==> src/pbarb_pkg.sv <==
/*
  constants, types and helpers for the secondary bus port arbiter.
  assumes one clock (the bus clock) and dword configuration access with byte enables.
*/
`default_nettype none
package pbarb_pkg;

  // requesters: index 0 is the bridge, 1..6 are external pairs 0..5
  localparam int NUM_EXT = 6;
  localparam int NUM_REQ = 7;

  // register byte offsets
  localparam logic [11:0] OFF_ISOC_CTRL  = 12'h004;
  localparam logic [11:0] OFF_ARB_CTRL   = 12'h0DC;
  localparam logic [11:0] OFF_ARB_MASK   = 12'h0DD;
  localparam logic [11:0] OFF_ARB_TOSTAT = 12'h0DE;
  localparam logic [11:0] OFF_CH1_CTRL   = 12'h170;
  localparam logic [11:0] OFF_CH1_STAT   = 12'h176;
  localparam logic [11:0] OFF_TABLE_BASE = 12'h1C0;
  localparam logic [4:0]  TABLE_WORDS    = 5'h10;

  // field positions
  localparam int ARB_PARK_BIT   = 7;
  localparam int MASK_AUTO_BIT  = 6;
  localparam int MASK_TO_BIT    = 7;
  localparam int ISOC_L1_BIT    = 1;
  localparam int CH1_LOAD_BIT   = 16;
  localparam int CH1_SCHEME_LSB = 17;
  localparam int CH1_VCID_LSB   = 24;
  localparam int CH1_VCEN_BIT   = 31;
  localparam int STAT_PEND_BIT  = 16;

  // values after reset
  localparam logic [7:0] ARB_CTRL_RST = 8'h01;
  localparam logic [7:0] ARB_MASK_RST = 8'h00;
  localparam logic [2:0] ISOC_RST     = 3'h0;
  localparam logic [2:0] SCHEME_RST   = 3'h0;

  // encodings
  localparam logic [2:0] SCHEME_WRR128 = 3'h4;
  localparam logic [3:0] PORT_BRIDGE   = 4'h0;
  localparam logic [3:0] PORT_EXT_LAST = 4'h6;

  // counts of bus clocks
  localparam int          TIMEOUT_BUS_CLOCKS = 16;
  localparam logic [4:0]  TIMEOUT_CYCLES     = 5'(TIMEOUT_BUS_CLOCKS);
  localparam logic [3:0]  TB_PHASE_CYCLES    = 4'h8;

  typedef enum logic {LOAD_IDLE, LOAD_RUN} pbarb_load_e;

  // one configuration request; space 1 is the device control memory window
  typedef struct packed {
    logic        rd;
    logic        wr;
    logic        space;
    logic [11:2] addr;
    logic [3:0]  be;
    logic [31:0] wdata;
  } pbarb_cfg_req_s;

  // round robin: nearest requester after last, returns {found, index}
  function automatic logic [3:0] pbarb_rr_pick(input logic [6:0] req, input logic [2:0] last);
    logic [3:0] res;
    int         idx;
    res = 4'h0;
    for (int k = NUM_REQ; k >= 1; k--)
    begin
      idx = (int'(last) + k) % NUM_REQ;
      if (req[idx])
        res = {1'b1, 3'(idx)};
    end
    return res;
  endfunction : pbarb_rr_pick

endpackage : pbarb_pkg
`default_nettype wire

==> src/pbarb_table_ram.sv <==
/*
  sixteen word table store with byte write enables and a registered read port.
  assumes one writer and one reader on the same clock; no reset of contents.
*/
`default_nettype none
module pbarb_table_ram
  import pbarb_pkg::*;
(
  input  wire logic        core_clk,
  input  wire logic        we,
  input  wire logic [3:0]  wbe,
  input  wire logic [3:0]  waddr,
  input  wire logic [31:0] wdata,
  input  wire logic [3:0]  raddr,
  output var  logic [31:0] rdata_q
);

  logic [31:0] mem [16];

  // byte lane writes
  always_ff @(posedge core_clk)
  begin
    for (int b = 0; b < 4; b++)
      if (we && wbe[b])
        mem[waddr][b*8 +: 8] <= wdata[b*8 +: 8];
  end

  // read data always from a register, one edge after the address
  always_ff @(posedge core_clk)
  begin
    rdata_q <= mem[raddr];
  end

endmodule : pbarb_table_ram
`default_nettype wire

==> src/pbarb_arbiter.sv <==
/*
  secondary bus grant logic: classic two-tier arbiter with parking, masks and
  time-out, 128-phase time-based arbiter, and pass-through to an outside arbiter.
  assumes request, frame and select pins are asynchronous; internal request is on core_clk.
*/
// Summary of operation
// RULE1: after reset arbitrate in classic mode, windows and second channel disabled.
// RULE2: seven requesters: bridge master plus six external request/grant pairs.
// RULE3: classic mode two tiers; reset puts bridge high, externals low.
// RULE4: park bit keeps grant on a master while nobody requests.
// RULE5: six mask bits block the matching external request; masked never granted (time-based mode grants from the unmasked raw requests).
// RULE6: time-out enabled and no response in 16 clocks records status.
// RULE7: auto mask enabled masks any master that ignores its grant (the code masks external masters only, never the bridge).
// RULE8: clearing auto mask enable drops all hardware generated masks.
// RULE9: time-out status reported per external master in the status byte.
// RULE10: time-based mode grants periodically from a 128 phase table.
// RULE11: visible and working tables; load bit copies visible into working.
// RULE12: pending bit reads one after table write until it is loaded.
// RULE13: visible table is sixteen dwords of 4-bit phase entries.
// RULE14: software gives each master at least three consecutive phases.
// RULE15: port 0 bridge, 1 to 6 external pairs 0 to 5, rest reserved.
// RULE16: software sets level-1 enable and scheme 100b for time-based mode.
// RULE17: outside select high: grant 0 is bridge request, request 0 bridge grant.
// RULE18: time-based mode steps phases cyclically, granting only that phase's requester.
`default_nettype none
module pbarb_arbiter
  import pbarb_pkg::*;
(
  input  wire logic             core_clk,
  input  wire logic             rst,
  input  wire pbarb_cfg_req_s   cfg_req,
  output var  logic             cfg_ack_q,
  output var  logic [31:0]      cfg_rdata_q,
  output var  logic             cfg_busy_q,
  input  wire logic             int_req,
  output var  logic             int_gnt_q,
  input  wire logic [5:0]       ext_req_n,
  output var  logic [5:0]       ext_gnt_n_q,
  input  wire logic             frame_n,
  input  wire logic             outside_arbiter_select
);

  // pin synchronisers
  logic [5:0]  req_meta_q;
  logic [5:0]  req_sync_q;
  logic        frame_meta_q;
  logic        frame_sync_q;
  logic        frame_prev_q;
  logic        sel_meta_q;
  logic        sel_sync_q;

  // registers
  logic [7:0]  arb_ctrl_q;
  logic [5:0]  sw_mask_q;
  logic        auto_en_q;
  logic        to_en_q;
  logic [5:0]  auto_mask_q;
  logic [5:0]  to_stat_q;
  logic [2:0]  isoc_q;
  logic        vc_en_q;
  logic [2:0]  vc_id_q;
  logic [2:0]  scheme_q;
  logic [7:0]  tc_map_q;
  logic        pending_q;

  // access pipeline
  logic        take;
  logic        take_wr;
  logic        acc_q;
  logic        acc_table_q;
  logic [31:0] acc_data_q;
  logic [31:0] reg_rdata;
  logic        sel_isoc;
  logic        sel_arb;
  logic        sel_ch1;
  logic        sel_ch1_stat;
  logic        sel_table;
  logic        start_load;

  // table load
  pbarb_load_e load_st_q;
  logic [4:0]  load_cnt_q;
  logic [31:0] vis_rdata;
  logic [31:0] work_rdata;
  logic [3:0]  vis_raddr;
  logic        work_we;
  logic [3:0]  work_waddr;

  // arbitration state
  logic [6:0]  phase_q;
  logic [3:0]  phase_cnt_q;
  logic        timed_mode;
  logic [3:0]  entry;
  logic        gnt_valid_q;
  logic [2:0]  owner_q;
  logic        gnt_valid_d;
  logic [2:0]  owner_d;
  logic [6:0]  cand;
  logic [6:0]  raw_req;
  logic [3:0]  pick_hi;
  logic [3:0]  pick_lo;
  logic [4:0]  to_cnt_q;
  logic        responded_q;
  logic        timeout_hit;
  logic        frame_end;

  // two flops on every pin before logic reads it
  always_ff @(posedge core_clk or posedge rst)
  begin
    if (rst)
    begin
      req_meta_q   <= 6'h3F;
      req_sync_q   <= 6'h3F;
      frame_meta_q <= 1'b1;
      frame_sync_q <= 1'b1;
      frame_prev_q <= 1'b1;
      sel_meta_q   <= 1'b0;
      sel_sync_q   <= 1'b0;
    end
    else
    begin
      req_meta_q   <= ext_req_n;
      req_sync_q   <= req_meta_q;
      frame_meta_q <= frame_n;
      frame_sync_q <= frame_meta_q;
      frame_prev_q <= frame_sync_q;
      sel_meta_q   <= outside_arbiter_select;
      sel_sync_q   <= sel_meta_q;
    end
  end

  // address decode; requests are refused while a table load runs
  assign take         = (cfg_req.rd || cfg_req.wr) && !cfg_busy_q;
  assign take_wr      = take && cfg_req.wr;
  assign sel_isoc     = cfg_req.space && (cfg_req.addr == OFF_ISOC_CTRL[11:2]);
  assign sel_arb      = !cfg_req.space && (cfg_req.addr == OFF_ARB_CTRL[11:2]);
  assign sel_ch1      = !cfg_req.space && (cfg_req.addr == OFF_CH1_CTRL[11:2]);
  assign sel_ch1_stat = !cfg_req.space && (cfg_req.addr == OFF_CH1_STAT[11:2]);
  assign sel_table    = !cfg_req.space && (cfg_req.addr[11:6] == OFF_TABLE_BASE[11:6]); // RULE13
  assign start_load   = take_wr && sel_ch1 && cfg_req.be[2] && cfg_req.wdata[CH1_LOAD_BIT]; // RULE11

  // read mux for flop registers; unmapped offsets read as zero
  always_comb
  begin
    reg_rdata = 32'h0000_0000;
    if (sel_isoc)
      reg_rdata = {29'h0, isoc_q};
    else if (sel_arb)
      reg_rdata = {8'h00, 2'b00, to_stat_q, to_en_q, auto_en_q, sw_mask_q, arb_ctrl_q}; // RULE9
    else if (sel_ch1)
      reg_rdata = {vc_en_q, 4'h0, vc_id_q, 4'h0, scheme_q, 1'b0, 8'h00, tc_map_q};
    else if (sel_ch1_stat)
      reg_rdata = {15'h0, pending_q, 16'h0}; // RULE12
  end

  // configuration registers; the load bit is a trigger and reads zero
  always_ff @(posedge core_clk or posedge rst)
  begin
    if (rst)
    begin
      arb_ctrl_q <= ARB_CTRL_RST; // RULE3
      sw_mask_q  <= ARB_MASK_RST[5:0];
      auto_en_q  <= ARB_MASK_RST[MASK_AUTO_BIT];
      to_en_q    <= ARB_MASK_RST[MASK_TO_BIT];
      isoc_q     <= ISOC_RST; // RULE1
      vc_en_q    <= 1'b0; // RULE1
      vc_id_q    <= 3'h0;
      scheme_q   <= SCHEME_RST; // RULE1
      tc_map_q   <= 8'h00;
    end
    else if (take_wr)
    begin
      if (sel_isoc && cfg_req.be[0])
        isoc_q <= cfg_req.wdata[2:0];
      if (sel_arb && cfg_req.be[OFF_ARB_CTRL[1:0]])
        arb_ctrl_q <= cfg_req.wdata[7:0]; // RULE4
      if (sel_arb && cfg_req.be[OFF_ARB_MASK[1:0]])
      begin
        sw_mask_q <= cfg_req.wdata[13:8]; // RULE5
        auto_en_q <= cfg_req.wdata[8 + MASK_AUTO_BIT];
        to_en_q   <= cfg_req.wdata[8 + MASK_TO_BIT];
      end
      if (sel_ch1 && cfg_req.be[0])
        tc_map_q <= cfg_req.wdata[7:0];
      if (sel_ch1 && cfg_req.be[2])
        scheme_q <= cfg_req.wdata[CH1_SCHEME_LSB +: 3];
      if (sel_ch1 && cfg_req.be[3])
      begin
        vc_id_q <= cfg_req.wdata[CH1_VCID_LSB +: 3];
        vc_en_q <= cfg_req.wdata[CH1_VCEN_BIT];
      end
    end
  end

  // answer two edges after the take; table reads need the memory's extra edge
  always_ff @(posedge core_clk or posedge rst)
  begin
    if (rst)
    begin
      acc_q       <= 1'b0;
      acc_table_q <= 1'b0;
      acc_data_q  <= 32'h0000_0000;
      cfg_ack_q   <= 1'b0;
      cfg_rdata_q <= 32'h0000_0000;
    end
    else
    begin
      acc_q       <= take;
      acc_table_q <= take && cfg_req.rd && sel_table;
      acc_data_q  <= (take && cfg_req.rd) ? reg_rdata : 32'h0000_0000;
      cfg_ack_q   <= acc_q;
      cfg_rdata_q <= acc_q ? (acc_table_q ? vis_rdata : acc_data_q) : cfg_rdata_q;
    end
  end

  // pending: table write sets, completed load clears; a write cannot meet a load end
  always_ff @(posedge core_clk or posedge rst)
  begin
    if (rst)
      pending_q <= 1'b0;
    else if (take_wr && sel_table)
      pending_q <= 1'b1; // RULE12
    else if (load_st_q == LOAD_RUN && load_cnt_q == TABLE_WORDS)
      pending_q <= 1'b0; // RULE12
  end

  // copy sequencer: read visible word n, write working word n one edge later
  always_ff @(posedge core_clk or posedge rst)
  begin
    if (rst)
    begin
      load_st_q  <= LOAD_IDLE;
      load_cnt_q <= 5'h00;
      cfg_busy_q <= 1'b0;
    end
    else
    begin
      case (load_st_q)
        LOAD_IDLE:
        begin
          if (start_load)
          begin
            load_st_q  <= LOAD_RUN; // RULE11
            load_cnt_q <= 5'h00;
            cfg_busy_q <= 1'b1;
          end
        end
        LOAD_RUN:
        begin
          load_cnt_q <= load_cnt_q + 5'h01;
          if (load_cnt_q == TABLE_WORDS)
          begin
            load_st_q  <= LOAD_IDLE;
            cfg_busy_q <= 1'b0;
          end
        end
        default:
        begin
          load_st_q  <= LOAD_IDLE;
          cfg_busy_q <= 1'b0;
        end
      endcase
    end
  end

  assign vis_raddr  = (load_st_q == LOAD_RUN) ? load_cnt_q[3:0] : cfg_req.addr[5:2];
  assign work_we    = (load_st_q == LOAD_RUN) && (load_cnt_q != 5'h00); // RULE11
  assign work_waddr = load_cnt_q[3:0] - 4'h1;

  pbarb_table_ram u_visible_table (
    .core_clk (core_clk),
    .we       (take_wr && sel_table), // RULE13
    .wbe      (cfg_req.be),
    .waddr    (cfg_req.addr[5:2]),
    .wdata    (cfg_req.wdata),
    .raddr    (vis_raddr),
    .rdata_q  (vis_rdata)
  );

  pbarb_table_ram u_working_table (
    .core_clk (core_clk),
    .we       (work_we),
    .wbe      (4'hF),
    .waddr    (work_waddr),
    .wdata    (vis_rdata),
    .raddr    (phase_q[6:3]),
    .rdata_q  (work_rdata)
  );

  // time-based mode needs both the level-1 enable and the 128 phase scheme
  assign timed_mode = isoc_q[ISOC_L1_BIT] && (scheme_q == SCHEME_WRR128); // RULE16

  // phase walk; the first cycle of a phase still shows the old word, so it grants nothing
  always_ff @(posedge core_clk or posedge rst)
  begin
    if (rst)
    begin
      phase_q     <= 7'h00;
      phase_cnt_q <= 4'h0;
    end
    else if (!timed_mode || sel_sync_q)
    begin
      phase_q     <= 7'h00;
      phase_cnt_q <= 4'h0;
    end
    else if (phase_cnt_q == TB_PHASE_CYCLES - 4'h1)
    begin
      phase_q     <= phase_q + 7'h01; // RULE10 RULE18
      phase_cnt_q <= 4'h0;
    end
    else
      phase_cnt_q <= phase_cnt_q + 4'h1;
  end

  assign entry = work_rdata[{phase_q[2:0], 2'b00} +: 4]; // RULE13

  // candidates: bit 0 bridge, bits 1..6 external pairs 0..5
  assign raw_req     = {~req_sync_q, int_req}; // RULE2 RULE15
  assign cand        = raw_req & ~{sw_mask_q | auto_mask_q, 1'b0}; // RULE5 RULE7
  assign pick_hi     = pbarb_rr_pick(cand & arb_ctrl_q[6:0], owner_q); // RULE3
  assign pick_lo     = pbarb_rr_pick(cand & ~arb_ctrl_q[6:0], owner_q); // RULE3
  assign frame_end   = frame_sync_q && !frame_prev_q;
  assign timeout_hit = to_en_q && gnt_valid_q && (owner_q != 3'h0) && !responded_q
                       && (to_cnt_q == TIMEOUT_CYCLES); // RULE6

  // next grant; classic holds an owner until it drops, finishes or times out
  always_comb
  begin
    gnt_valid_d = gnt_valid_q;
    owner_d     = owner_q;
    if (timed_mode)
    begin
      // only the requester named by the current phase; reserved ports grant nobody
      gnt_valid_d = 1'b0;
      if (phase_cnt_q != 4'h0 && entry <= PORT_EXT_LAST && raw_req[entry[2:0]]) // RULE14 RULE15 RULE18
      begin
        gnt_valid_d = 1'b1;
        owner_d     = entry[2:0];
      end
    end
    else if (frame_sync_q && (!gnt_valid_q || !cand[owner_q] || timeout_hit || frame_end))
    begin
      if (pick_hi[3])
      begin
        gnt_valid_d = 1'b1;
        owner_d     = pick_hi[2:0];
      end
      else if (pick_lo[3])
      begin
        gnt_valid_d = 1'b1;
        owner_d     = pick_lo[2:0];
      end
      else if (arb_ctrl_q[ARB_PARK_BIT] && !timeout_hit)
      begin
        gnt_valid_d = 1'b1; // RULE4
        owner_d     = gnt_valid_q ? owner_q : PORT_BRIDGE[2:0];
      end
      else
        gnt_valid_d = 1'b0;
    end
  end

  // grant state and pins; an outside arbiter turns the pair 0 pins around
  always_ff @(posedge core_clk or posedge rst)
  begin
    if (rst)
    begin
      gnt_valid_q <= 1'b0;
      owner_q     <= 3'h0;
      int_gnt_q   <= 1'b0;
      ext_gnt_n_q <= 6'h3F;
    end
    else if (sel_sync_q)
    begin
      gnt_valid_q <= 1'b0;
      owner_q     <= 3'h0;
      int_gnt_q   <= !req_sync_q[0]; // RULE17
      ext_gnt_n_q <= {5'h1F, !int_req}; // RULE17
    end
    else
    begin
      gnt_valid_q <= gnt_valid_d;
      owner_q     <= owner_d;
      int_gnt_q   <= gnt_valid_d && (owner_d == 3'h0);
      for (int i = 0; i < NUM_EXT; i++)
        ext_gnt_n_q[i] <= !(gnt_valid_d && (owner_d == 3'(i + 1)));
    end
  end

  // response watch: idle bus clocks since grant; a seen frame sets responded_q, which blocks the time-out
  always_ff @(posedge core_clk or posedge rst)
  begin
    if (rst)
    begin
      to_cnt_q    <= 5'h00;
      responded_q <= 1'b0;
    end
    else if (!gnt_valid_q || gnt_valid_d != gnt_valid_q || owner_d != owner_q || timed_mode)
    begin
      to_cnt_q    <= 5'h00;
      responded_q <= 1'b0;
    end
    else if (!frame_sync_q)
      responded_q <= 1'b1;
    else if (cand[owner_q] && to_cnt_q != TIMEOUT_CYCLES)
      to_cnt_q <= to_cnt_q + 5'h01; // RULE6
  end

  // sticky status and automatic masks; the enables clear them
  always_ff @(posedge core_clk or posedge rst)
  begin
    if (rst)
    begin
      to_stat_q   <= 6'h00;
      auto_mask_q <= 6'h00;
    end
    else
    begin
      for (int i = 0; i < NUM_EXT; i++)
      begin
        if (timeout_hit && owner_q == 3'(i + 1))
          to_stat_q[i] <= 1'b1; // RULE6 RULE9
        else if (!to_en_q)
          to_stat_q[i] <= 1'b0;
        if (timeout_hit && auto_en_q && owner_q == 3'(i + 1))
          auto_mask_q[i] <= 1'b1; // RULE7
        else if (!auto_en_q)
          auto_mask_q[i] <= 1'b0; // RULE8
      end
    end
  end

endmodule : pbarb_arbiter
`default_nettype wire

==> config.mk <==
export PLATFORM = sky130hd
export DESIGN_NAME = pbarb_arbiter
export DESIGN_NICKNAME = d
export VERILOG_FILES = /design/src/pbarb_pkg.sv /design/src/pbarb_table_ram.sv /design/src/pbarb_arbiter.sv
export SDC_FILE = /design/constraint.sdc
export NUM_CORES = 2
export LEC_CHECK = 0
export BUFFER_PORTS_ARGS = -buffer_cell sky130_fd_sc_hd__clkbuf_2
export CAP_MARGIN = 40
export CORE_MARGIN = 4
export CORE_UTILIZATION = 46
export DETAILED_ROUTE_END_ITERATION = 16
export PLACE_DENSITY = 0.72
export SYNTH_ARGS = -nofsm -noshare
export SYNTH_HDL_FRONTEND = slang
export SYNTH_SLANG_ARGS = --single-unit
==> constraint.sdc <==
create_clock -name core_clk -period 9.1 [get_ports core_clk]
set_input_delay 0 -clock core_clk [delete_from_list [all_inputs] [get_ports core_clk]]
set_output_delay 0 -clock core_clk [all_outputs]
set_load 0.05 [all_outputs]
==> results.toml <==
[run_status]
status = "finished, final reports clean"

[cells_and_area]
multi_input_area_um2 = 14530
nets = 3212
syn_to_final_growth_pct = 14.01
layout.cells.non_filler = 4712
regArea_um2 = 36080
final_util = 0.5274
fillerInstances = 8692
drive_gt1_frac = 0.2436

[worst_setup_path]
r2r_setup_slack_ps = 2640
path_delay_family = "simple AND/OR/NAND/NOR gates"
worstPathArrival_ps = 7030
crit_buf_inv = 1
path_cells = "inv_2, ha_1, ha_1, ha_1, ha_1, and4bb_2, mux2_2, nand2_2, mux2_1, o41ai_1, nor3_1, nand4b_1, a2111oi_0, or4_1, or3_1, a22o_1, nor3_1"
worstSetupPathType = "flip-flop to flip-flop"
cp_max_fo = 33
crit_top_cell = "ha_1"
slowest_delay_ps = 800
r2r_end = "responded_q"
reg2reg_depth = 17
critPathLaunchType = "flip-flop"
critPathSlowestCell = "o41ai_1"
cp.required_ps = 9670
worstSetupEndpointType = "flip-flop"
r2r-start = "owner_q[0]"

[timing]
min_period_over_period = 0.7102
finalClockSkew_ps = 50.29
setup_viol = 0
hold_violations = 0
min_period_ps = 6462
worst_pin_slew_ps = 931.1
maxSlewHeadroom = 0.3615
rsz0062_at_grt = "no"
drv_slew = 0
max_freq_mhz = 154.7
fin_tns_setup_ps = 0

[grt]
grt_antenna_before_repair = 2
overflow = 0
use_met3 = 0.04247
grt_pass1_vias = 28300
met1_usage = 0.3085
globalRouteTotalUtil = 0.2160
grt_max_degree = 107
grt_use_met2 = 0.3398
gr-max-usage-layer = "met2"
grt_pass1_wl_mm = 188.3

[clock_network]
cts-root-buf = "clkbuf_16"
cts_buffers = 119
clk_pin_slew_ps = 60
clk-insertion-delay-late_ps = 710
ctsHoldBuffers = 67
htree_levels = 3
ctsResizeCount = 0
cts_tree = "yes"
numClockSinks = 1248
cts_setup_buffers = 0
max-clock-path-buffers = 3

[floorplanning]
die-area_um2 = 116500
io-pin-count = 101
num_rows = 122
core_area_um2 = 110500
fp.dieH_um = 341.4
start_util = 0.4626
die_x_um = 341.4

[place]
place_congestion = 0.9469
io_buffers = 100
dp_hpwl_mm = 79.65
dp_cells = 4416

[pwr]
p_leak_nw = 19.20
ir_drop_mv = 0.2005
p_per_area_nw_per_um2 = 230.1

[drt]
vias = 28240
first_iter_violations = 3440
firstDrtPassIters = 6
via_per_inst = 5.992
routedWlPerCell_um = 26.80
wl_mm = 126.3
ant_nets = 0
post-route-drc-count = 0

[synth]
synthCells = 2915
ys_ff_latch = 1248
synth_top_flop_cell = "edfxtp_1"
yosysWarnings = 0
syn_avg_cell_area_um2 = 17.54
syn_nets = 3011
yosys.cell_types.count = 100
synth_edf_count = 1024
synthArstFlopShare = 0.1282
yosysSeqAreaShare = 0.7054
syn_area_um2 = 51120

[job]
drv_cap = 0

[min_path]
hp-class = "input port to asynchronous set/reset pin"
-- flip-flops by register name, indices dropped and copies added (netlist names), 3 cells and up --
name                     count
u_working_table.mem        512
auto_mask_q                  6
phase_q                      7
arb_ctrl_q                   8
u_working_table.rdata_q     32
vc_id_q                      3
tc_map_q                     8
to_cnt_q                     5
u_visible_table.rdata_q     32
isoc_q                       3
req_sync_q                   6
to_stat_q                    6
acc_data_q                  26
u_visible_table.mem        512
sw_mask_q                    6
load_cnt_q                   5
cfg_rdata_q                 32
owner_q                      3
phase_cnt_q                  4
req_meta_q                   6
scheme_q                     3
ext_gnt_n_q                  6
-- kinds of logic after synthesis --
logic type | Yosys count | share of synthesized area
and+or+nand+nor | 615 | 0.05908
muxes | 403 | 0.1535
buffers and inverters | 198 | 0.01505
adders and majority gates | 36 | 0.008811
AOI/OAI and AO/OA | 389 | 0.05338
DFF | 1248 | 0.7054
xor gates and xnor gates | 26 | 0.004821
-- area by class of cell --
type | instances | share of cell area
Multi-Input combinational cell | 1469 | 0.2492
Clock inverter | 60 | 0.009488
Inverter | 38 | 0.002576
Tap cell | 1488 | 0.03194
Sequential cell | 1248 | 0.6189
Antenna cell | 1 | 0.00004293
Clock buffer | 168 | 0.05770
Timing Repair Buffer | 240 | 0.03010
-- synthesized netlist by cell type, types with 17 or more instances --
library cell  number  area share
edfxtp_1        1024        0.60
mux4_2           300        0.13
nor2_1           192       0.014
nand2_1          167       0.012
dfrtp_1          138       0.068
clkbuf_1         103      0.0076
a21oi_1           69      0.0068
dfxtp_1           64       0.025
mux2i_1           59       0.012
and2_1            55      0.0067
o21ai_0           52      0.0051
a31oi_1           45      0.0055
a211oi_1          42      0.0062
mux2_2            41      0.0090
buf_1             40      0.0029
ha_1              36      0.0088
nand3_1           35      0.0034
inv_1             34      0.0025
nor2b_1           27      0.0033
nor3_1            27      0.0026
dfstp_2           22       0.011
o211ai_1          20      0.0029
nand4_1           17      0.0021
xnor2_1           17      0.0029
-- worst register-to-register path, cell delays in order (launching register included) --
cell and delay, ps:
dfrtp_2 410, inv_2 510, ha_1 670, ha_1 480, ha_1 270, ha_1 280
and4bb_2 300, mux2_2 320, nand2_2 170, mux2_1 360, o41ai_1 800, nor3_1 210
nand4b_1 170, a2111oi_0 120, or4_1 490, or3_1 310, a22o_1 250, nor3_1 230
-- metal layers --
layer  routed length [um]  up-vias
met5                    0        -
met4                 3680        0
met3                11200      207
met2                59830     1291
met1                51550    14610
li1                     -    12130
-- worst max-delay path by stage --
| stage | start | endpoint | slack [ps] | depth (start not counted) |
|---|---|---|---|---|
| floorplan | owner_q[0] | ext_gnt_n_q[3] | 3060 | 24 |
| global placement | owner_q[0] | to_cnt_q[2] | 2950 | 17 |
| detailed placement | owner_q[0] | responded_q | 2780 | 17 |
| CTS | owner_q[0] | responded_q | 2700 | 17 |
| global route | owner_q[0] | responded_q | 2330 | 17 |
| finish | owner_q[0] | responded_q | 2640 | 17 |
-- cells in the final DEF, fill, tap and decap left out, types with 22 or more instances in the layout --
master / instances
clkbuf_2: 100
nor2b_1: 27
a21oi_1: 69
ha_1: 36
nor2_1: 176
edfxtp_1: 1024
a31oi_1: 45
dfxtp_1: 64
buf_4: 69
mux2_2: 41
clkbuf_1: 30
nand2_1: 167
clkbuf_16: 120
dlygate4sd3_1: 67
dfstp_2: 22
o21ai_0: 52
mux2i_1: 55
nor3_1: 26
inv_1: 33
dfrtp_1: 131
and2_1: 55
mux4_2: 300
clkinv_1: 22
a211oi_1: 42
nand3_1: 35
-- where the power goes --
part | switching (mW) | total [mW] | internal, mW | leakage, nW
sequential | 0.0920 | 6.35 | 6.26 | 11.8
clock | 2.11 | 4.89 | 2.78 | 1.91
combinational | 1.39 | 2.16 | 0.775 | 5.48
total | 3.59 | 13.4 | 9.82 | 19.2
-- stage by stage --
stage	instance area, um2	hold WS [ps]	power, mW	setup slack, ps
final	58290	48.55	13.41	2638
after global routing	58280	101.4	13.92	2333
after CTS	58280	15.85	13.44	2702
after detailed placement	53700	88.85	8.555	2780
after global placement	53560	87.03	8.543	2946
after floorplan	51120	4.478	7.936	3060
Power figures use the tool's default switching activity.
